==> src/rtl/ipfc_pkg.sv <==
package ipfc_pkg;
  localparam int unsigned CLK_HZ = 100_000_000;
  localparam int unsigned PWM_FREQ_HZ = 100_000;
  localparam int unsigned TICK_MS = 1;
  // half period of the up/down counter, in clock cycles
  localparam int unsigned HALF_CYC = CLK_HZ / PWM_FREQ_HZ / 2;
  localparam int unsigned TICK_CYC = CLK_HZ / 1000 * TICK_MS;
  localparam int unsigned DW = 16;
  localparam logic [DW-1:0] PERIOD_TOP = DW'(HALF_CYC);
  localparam logic [DW-1:0] DUTY_RST = 16'h0000;
  localparam logic [7:0] CROSSBAR_SEL_RST = 8'h01;
  localparam int unsigned FAULT_W = 6;
  localparam int unsigned FLT_IN_UV = 0;
  localparam int unsigned FLT_IN_OV = 1;
  localparam int unsigned FLT_BUS_UV = 2;
  localparam int unsigned FLT_BUS_OV = 3;
  localparam int unsigned FLT_OC = 4;
  localparam int unsigned FLT_START = 5;
endpackage

==> src/rtl/ipfc_top.sv <==
// Operation
// - one modulator drives two phase outputs
// - up/down counter gives center-aligned pulses
// - fixed 100 kHz period, duty varies only
// - phase b lags half a period
// - reload event every second period
// - current loops run on reload
// - one mid-period trigger per phase
// - triggers routed via configurable crossbar
// - periodic tick timer every 1 ms
// - voltage error is reference minus bus, floored at zero
// - current reference from vctrl, vin, feed-forward
// - per-phase current error sets duty
// - six fault flags detected
`timescale 1ns/1ps
module ipfc_top
  import ipfc_pkg::*;
#(
  parameter int unsigned TICK_CYCLES = ipfc_pkg::TICK_CYC
)(
  input wire logic core_clk,
  input wire logic reset_n,
  input wire logic [ipfc_pkg::DW-1:0] vin_meas,
  input wire logic [ipfc_pkg::DW-1:0] vbus_meas,
  input wire logic [ipfc_pkg::DW-1:0] ia_meas,
  input wire logic [ipfc_pkg::DW-1:0] ib_meas,
  input wire logic [ipfc_pkg::DW-1:0] vbus_ref,
  input wire logic [ipfc_pkg::DW-1:0] ff_factor,
  input wire logic [ipfc_pkg::DW-1:0] vin_uv_lim,
  input wire logic [ipfc_pkg::DW-1:0] vin_ov_lim,
  input wire logic [ipfc_pkg::DW-1:0] vbus_uv_lim,
  input wire logic [ipfc_pkg::DW-1:0] vbus_ov_lim,
  input wire logic [ipfc_pkg::DW-1:0] i_oc_lim,
  input wire logic [ipfc_pkg::DW-1:0] kp_v,
  input wire logic [ipfc_pkg::DW-1:0] kp_i,
  input wire logic run_en,
  input wire logic startup_fail,
  input wire logic fault_clear,
  input wire logic [7:0] signal_crossbar_sel,
  output logic drive_a,
  output logic drive_b,
  output logic [7:0] adc_trig,
  output logic reload_evt,
  output logic periodic_tick_timer,
  output logic [ipfc_pkg::FAULT_W-1:0] fault_flags,
  output logic [ipfc_pkg::DW-1:0] duty_a,
  output logic [ipfc_pkg::DW-1:0] duty_b
);
  import ipfc_pkg::*;

  typedef struct packed {
    logic [DW-1:0] cnt;
    logic dn;
    logic per_par;
    logic [31:0] tick_cnt;
    logic [DW-1:0] verr;
    logic [DW-1:0] iref;
    logic [DW-1:0] da;
    logic [DW-1:0] db;
    logic [DW-1:0] ca;
    logic [DW-1:0] cb;
    logic [FAULT_W-1:0] flt;
    logic [1:0] sync_fc;
    logic [1:0] sync_sf;
    logic oa;
    logic ob;
    logic [7:0] trig;
    logic rel;
    logic tick;
  } ipfc_st_t;

  ipfc_st_t s_q, s_d;

  function automatic logic [DW-1:0] clamp_duty(input logic signed [2*DW+1:0] v);
    if (v < 0)
      return '0;
    else if (v > $signed({{(DW+2){1'b0}}, PERIOD_TOP}))
      return PERIOD_TOP;
    else
      return v[DW-1:0];
  endfunction

  logic signed [2*DW+1:0] prod_v, prod_i, err_a, err_b;
  logic mid_a, mid_b, per_end;

  always_comb
  begin
    s_d = s_q;
    s_d.rel = 1'b0;
    s_d.tick = 1'b0;
    s_d.trig = '0;
    s_d.sync_fc = {s_q.sync_fc[0], fault_clear};
    s_d.sync_sf = {s_q.sync_sf[0], startup_fail};
    // up/down center-aligned counter, one period = 2*PERIOD_TOP
    mid_a = !s_q.dn && s_q.cnt == PERIOD_TOP - 16'h0001;
    mid_b = s_q.dn && s_q.cnt == 16'h0001;
    per_end = mid_b;
    if (!s_q.dn)
    begin
      s_d.cnt = s_q.cnt + 16'h0001;
      if (s_q.cnt == PERIOD_TOP - 16'h0001)
        s_d.dn = 1'b1;
    end
    else
    begin
      s_d.cnt = s_q.cnt - 16'h0001;
      if (s_q.cnt == 16'h0001)
        s_d.dn = 1'b0;
    end
    // trigger per phase at its own period midpoint, through crossbar
    for (int k = 0; k < 4; k++)
    begin
      if (mid_a && signal_crossbar_sel[2*k])
        s_d.trig[2*k] = 1'b1;
      if (mid_b && signal_crossbar_sel[2*k+1])
        s_d.trig[2*k+1] = 1'b1;
    end
    if (per_end)
    begin
      s_d.per_par = !s_q.per_par;
      s_d.rel = s_q.per_par;
    end
    // slow loop: voltage error and shared current reference
    if (s_q.tick_cnt >= TICK_CYCLES - 1)
    begin
      s_d.tick_cnt = '0;
      s_d.tick = 1'b1;
    end
    else
      s_d.tick_cnt = s_q.tick_cnt + 32'h0000_0001;
    prod_v = $signed({2'b00, kp_v}) * $signed({2'b00, s_q.verr}) >>> DW;
    prod_i = $signed({2'b00, prod_v[DW-1:0]}) * $signed({2'b00, vin_meas}) >>> DW;
    prod_i = $signed({2'b00, prod_i[DW-1:0]}) * $signed({2'b00, ff_factor}) >>> DW;
    if (s_q.tick)
    begin
      s_d.verr = (vbus_ref > vbus_meas) ? vbus_ref - vbus_meas : '0;
      s_d.iref = prod_i[DW-1:0];
    end
    err_a = ($signed({{(DW+2){1'b0}}, s_q.iref}) - $signed({{(DW+2){1'b0}}, ia_meas}));
    err_b = ($signed({{(DW+2){1'b0}}, s_q.iref}) - $signed({{(DW+2){1'b0}}, ib_meas}));
    // phase_a_current_diff / phase_b_current_diff through P controllers
    if (s_q.rel)
    begin
      s_d.ca = clamp_duty((err_a * $signed({{(DW+2){1'b0}}, kp_i})) >>> DW);
      s_d.cb = clamp_duty((err_b * $signed({{(DW+2){1'b0}}, kp_i})) >>> DW);
    end
    // each phase loads while its own pulse is low, so no pulse is cut unevenly
    if (mid_a)
      s_d.da = s_q.ca;
    if (per_end)
      s_d.db = s_q.cb;
    // faults are sticky; new events win over clear
    if (s_q.sync_fc[1])
      s_d.flt = '0;
    if (vin_meas < vin_uv_lim) s_d.flt[FLT_IN_UV] = 1'b1;
    if (vin_meas > vin_ov_lim) s_d.flt[FLT_IN_OV] = 1'b1;
    if (vbus_meas < vbus_uv_lim) s_d.flt[FLT_BUS_UV] = 1'b1;
    if (vbus_meas > vbus_ov_lim) s_d.flt[FLT_BUS_OV] = 1'b1;
    if (ia_meas > i_oc_lim || ib_meas > i_oc_lim) s_d.flt[FLT_OC] = 1'b1;
    if (s_q.sync_sf[1]) s_d.flt[FLT_START] = 1'b1;
    // phase b compares the mirrored counter: half period shifted
    s_d.oa = run_en && s_q.flt == '0 && s_d.cnt < s_q.da;
    s_d.ob = run_en && s_q.flt == '0 && (PERIOD_TOP - s_d.cnt) < s_q.db;
  end

  always_ff @(posedge core_clk or negedge reset_n)
  begin
    if (!reset_n)
    begin
      s_q <= '0;
    end
    else
    begin
      s_q <= s_d;
    end
  end

  assign drive_a = s_q.oa;
  assign drive_b = s_q.ob;
  assign adc_trig = s_q.trig;
  assign reload_evt = s_q.rel;
  assign periodic_tick_timer = s_q.tick;
  assign fault_flags = s_q.flt;
  assign duty_a = s_q.da;
  assign duty_b = s_q.db;

  // reload every second period; checked here only as a one-cycle pulse followed by 8 idle cycles
  a_reload_spacing: assert property (@(posedge core_clk) disable iff (!reset_n)
    $rose(reload_evt) |-> ##1 !reload_evt [*8])
    else $error("reload pulse too long");
  a_fault_blocks: assert property (@(posedge core_clk) disable iff (!reset_n)
    fault_flags != '0 |=> !drive_a && !drive_b)
    else $error("drive active during fault");
  a_trig_mid: assert property (@(posedge core_clk) disable iff (!reset_n)
    adc_trig[0] |-> $past(s_q.cnt) == PERIOD_TOP - 16'h0001)
    else $error("trigger a off midpoint");
  a_duty_clamp: assert property (@(posedge core_clk) disable iff (!reset_n)
    duty_a <= PERIOD_TOP && duty_b <= PERIOD_TOP)
    else $error("duty above period");
  a_tick_one: assert property (@(posedge core_clk) disable iff (!reset_n)
    periodic_tick_timer |=> !periodic_tick_timer)
    else $error("tick longer than one cycle");
  a_cnt_range: assert property (@(posedge core_clk) disable iff (!reset_n)
    s_q.cnt <= PERIOD_TOP)
    else $error("counter out of range");
  a_phase_mirror: assert property (@(posedge core_clk) disable iff (!reset_n)
    !s_q.dn && s_q.cnt == PERIOD_TOP / 2 - 16'h0001 && s_q.da == s_q.db && run_en && fault_flags == '0
    |=> drive_a == drive_b)
    else $error("phases not half period apart");
  a_cross_gate: assert property (@(posedge core_clk) disable iff (!reset_n)
    adc_trig[1] |-> $past(signal_crossbar_sel[1]))
    else $error("crossbar routed disabled trigger");
  c_reload: cover property (@(posedge core_clk) disable iff (!reset_n) reload_evt);
  c_fault: cover property (@(posedge core_clk) disable iff (!reset_n) $rose(fault_flags[FLT_OC]));
  c_drive: cover property (@(posedge core_clk) disable iff (!reset_n) drive_a && drive_b);
  c_tick: cover property (@(posedge core_clk) disable iff (!reset_n) periodic_tick_timer);
  c_clear: cover property (@(posedge core_clk) disable iff (!reset_n) $fell(|fault_flags));
endmodule

==> config.mk <==
export PLATFORM = sky130hd
export DESIGN_NAME = ipfc_top
export DESIGN_NICKNAME = d
export VERILOG_FILES = /design/src/rtl/ipfc_pkg.sv /design/src/rtl/ipfc_top.sv
export SDC_FILE = /design/constraint.sdc
export NUM_CORES = 2
export LEC_CHECK = 0
export ABC_AREA = 0
export BUFFER_PORTS_ARGS = -buffer_cell sky130_fd_sc_hd__buf_2
export CAP_MARGIN = 20
export CELL_PAD_IN_SITES_DETAIL_PLACEMENT = 1
export CELL_PAD_IN_SITES_GLOBAL_PLACEMENT = 2
export CORE_UTILIZATION = 41
export CTS_CLUSTER_DIAMETER = 120
export DETAILED_ROUTE_END_ITERATION = 10
export GPL_TIMING_DRIVEN = 0
export PLACE_DENSITY = 0.82
export RECOVER_POWER = 25
export SETUP_SLACK_MARGIN = 0.2
export SKIP_CTS_REPAIR_TIMING = 1
export SLEW_MARGIN = 15
export SYNTH_ARGS = -nofsm -noshare
export SYNTH_HDL_FRONTEND = slang
export SYNTH_SLANG_ARGS = --single-unit
==> constraint.sdc <==
create_clock -name core_clk -period 21.7 [get_ports core_clk]
set_input_delay 4.34 -clock core_clk [delete_from_list [all_inputs] [get_ports core_clk]]
set_output_delay 4.34 -clock core_clk [all_outputs]
set_load 0.01 [all_outputs]
==> flow_metrics.env <==
export IMPL_synth_edf_count=0
export IMPL_core_area_um2=136000
export IMPL_num_fill_cells=15900
export IMPL_synthMuxAreaShare_pct=0.960
export IMPL_cp_max_fo=7
export IMPL_hold_start="s_d[13]"
export IMPL_track_usage_pct=26.3
export IMPL_cp_required_ps=22050
export IMPL_num_io_pins=271
export IMPL_grt_max_degree=99
export IMPL_yosys_warnings=0
export IMPL_layout_min_cycle_time_ps=21860
export IMPL_regArea_um2=4200
export IMPL_finalSetupViolations=2
export IMPL_final_max_slew_violation_count=0
export IMPL_via_per_inst=5.15
export IMPL_grt_first_pass_wirelength_um=283000
export IMPL_antenna_left=0
export IMPL_cp_arrival_ps=22210
export IMPL_hpwl_um=153000
export IMPL_worst_path_max_delay_cell="fa_1"
export IMPL_multiInputGateArea_um2=46500
export IMPL_initialDrtViolationCount=2223
export IMPL_critical_path_class="in2reg"
export IMPL_syn_inst=6271
export IMPL_setup_slack_ps=-157
export IMPL_synth_distinct_cells=86
export IMPL_cp_top_family="adder cells"
export IMPL_io_buffers=263
export IMPL_violations="setup timing"
export IMPL_max_stage_delay_ps=610
export IMPL_busiest_layer="met2"
export IMPL_rows=135
export IMPL_max_slew_margin_pct=28.5
export IMPL_hold_viol=0
export IMPL_whs_ps=353
export IMPL_h_tree_depth=4
export IMPL_cts_path_max_buffers=2
export IMPL_die_x_um=373
export IMPL_worst_slew_pin_slew_ps=1070
export IMPL_synth_adder_area_share_pct=54.7
export IMPL_drc_errors=0
export IMPL_r2r_start="s_q[112]"
export IMPL_async_reset_ff_share_pct=100
export IMPL_critPathLaunchType="input port"
export IMPL_drive_gt1_share_pct=10.7
export IMPL_grt_antenna_before_repair=9
export IMPL_path_common_cell="fa_1"
export IMPL_period_share_pct=101
export IMPL_worst_path_buf_inv=15
export IMPL_routedWlPerCell_um=21.2
export IMPL_use_met2_pct=45.7
export IMPL_cts_buffers=17
export IMPL_drtPass1Iterations=5
export IMPL_die_height_um=373
export IMPL_endpoint_kind="flip-flop"
export IMPL_skew_ps=17.7
export IMPL_grt_util_met1_pct=34.6
export IMPL_startpoint="kp_v[4]"
export IMPL_clock_latency_ps=480
export IMPL_synth_ff_type="dfrtp_1"
export IMPL_synthSimpleGateAreaFrac_pct=15.8
export IMPL_root_buffer="clkbuf_16"
export IMPL_tns_ps=-171
export IMPL_cts_tree="built"
export IMPL_ys_ff_latch=168
export IMPL_initial_utilization_pct=41.5
export IMPL_pre_cts_ws_ps=-4300
export IMPL_nNetsFinal=8696
export IMPL_postSynthAreaPerCell_um2=9.00
export IMPL_drv_cap=0
export IMPL_wl_um=180000
export IMPL_rsz0062_at_grt="true"
export IMPL_area_growth_pct=11.8
export IMPL_synthXorXnorAreaFrac_pct=2.45
export IMPL_place_congestion=0.892
export IMPL_die_area_um2=139000
export IMPL_met3_usage_pct=3.05
export IMPL_synth_compound_area_share_pct=6.48
export IMPL_hp_class="reg2reg"
export IMPL_clk_pin_slew_worst_paths_ps=70
export IMPL_outcome="finished, violations left"
export IMPL_ys_seq_area_share_pct=7.45
export IMPL_grt_overflow_total=0
export IMPL_clock_sinks=168
export IMPL_synth_top_family_by_area="adder cells"
export IMPL_first_global_vias=49200
export IMPL_max_freq_mhz=45.8
export IMPL_synthesis_area_um2=56400
export IMPL_dr_total_vias=43700
==> synth_stat cells (8+ instances only) <==
cell type  count  area, um2
mux2_2        41        462
or3_1         16        100
nor2_1       119        447
o21ai_0       88        440
nand2_1      806       3030
dfrtp_1      168       4200
o2bb2ai_1     23        201
o21bai_1      17        128
o21a_1        27        203
nor3_1        52        260
o211ai_1      13       97.6
xnor2_1       97        850
a2111oi_0     13        114
inv_1       1503       5640
mux2i_1        8       80.1
a211oi_1      18        135
nor4_1        13       81.3
nor2b_1       62        388
ha_1         650       8130
a21o_1        82        616
buf_4         48        360
a31oi_1       19        119
a21oi_1      120        601
and2_1       539       3370
nand2b_1      31        194
nand4_1       44        275
and3_1        37        231
nand3_1       61        305
fa_1        1136      22700
nor3b_1        9       67.6
clkbuf_1     216        811
a21boi_0      11       82.6
xor2_1        58        508
==> final timing paths <==
kind	cells past startpoint	slack, ps	to
setup / recovery	68	-160	s_q[99]
setup reg to reg	67	2530	s_q[99]
min in group asynchronous	1	3760	fault_flags[0]
hold / removal	0	350	s_q[13]
hold reg to reg	0	350	s_q[13]
max in group asynchronous	2	16860	s_q[51]
==> through the flow <==
stage,instances,area [um2],utilization [%]
global route,8483,63100,46.4
global placement,8329,60000,44.2
finish,8484,63100,46.4
detailed placement,8331,60100,44.2
CTS,8363,60700,44.6
floorplan,6285,56500,-
==> layout by cell type, fill, tap and decap left out, types with 81 or more instances in the layout <==
cell | synthesis | final
ha_1 | 650 | 635
a21oi_1 | 120 | 108
fa_1 | 1136 | 1127
buf_2 | 5 | 248
inv_1 | 1503 | 1492
xnor2_1 | 97 | 82
buf_4 | 48 | 161
nor2_1 | 119 | 108
a21o_1 | 82 | 81
o21ai_0 | 88 | 83
dfrtp_1 | 168 | 168
nand2_1 | 806 | 794
and2_1 | 539 | 533
clkbuf_1 | 216 | 179
==> sequential cells by signal, summed over array words and instances, names as in the netlist <==
| name | cells |
|---|---|
| s_q | 116 |
| drive_b | 1 |
| duty_b | 16 |
| drive_a | 1 |
| adc_trig | 8 |
| fault_flags | 6 |
| reload_evt | 1 |
| periodic_tick_timer | 1 |
| s_d | 2 |
| duty_a | 16 |
==> kinds of logic (layout without fill, tap and decap cells) <==
logic type,after synthesis,count (layout)
AO/OA/AOI/OAI,526,526
XOR/XNOR,156,156
adder cells (fa/ha/maj),1786,1786
buffers and inverters,1774,2191
flip-flops,168,168
multiplexers,49,49
other,1,16
AND/OR/NAND/NOR,1811,1811
==> cell type report <==
type,count,area share (%)
Timing Repair Buffer,385,3.91
Clock buffer,20,0.708
Buffer,271,2.44
Tap cell,1781,3.53
Sequential cell,168,6.66
Clock inverter,12,0.212
Antenna cell,1,0.00396
Inverter,1503,8.94
Multi-Input combinational cell,4343,73.6
==> worst reg2reg max path, delay by kind of cell, from the launching register on <==
family / cells / cell delay, ps
compound gates: 16 / 3640
flops: 1 / 680
buf+inv: 14 / 1910
mux: 1 / 270
simple gates: 12 / 1800
xor+xnor: 3 / 600
fa+ha+maj: 21 / 10190
==> routing by layer <==
| layer | wire [um] | vias to the layer above |
|---|---|---|
| li1 | - | 19800 |
| met2 | 89400 | 924 |
| met4 | 4830 | 4 |
| met1 | 77400 | 22800 |
| met3 | 8210 | 197 |
| met5 | 22 | - |
Power is not shown: default switching activity piles up to over one toggle a cycle in this logic, so the estimate is an artifact.
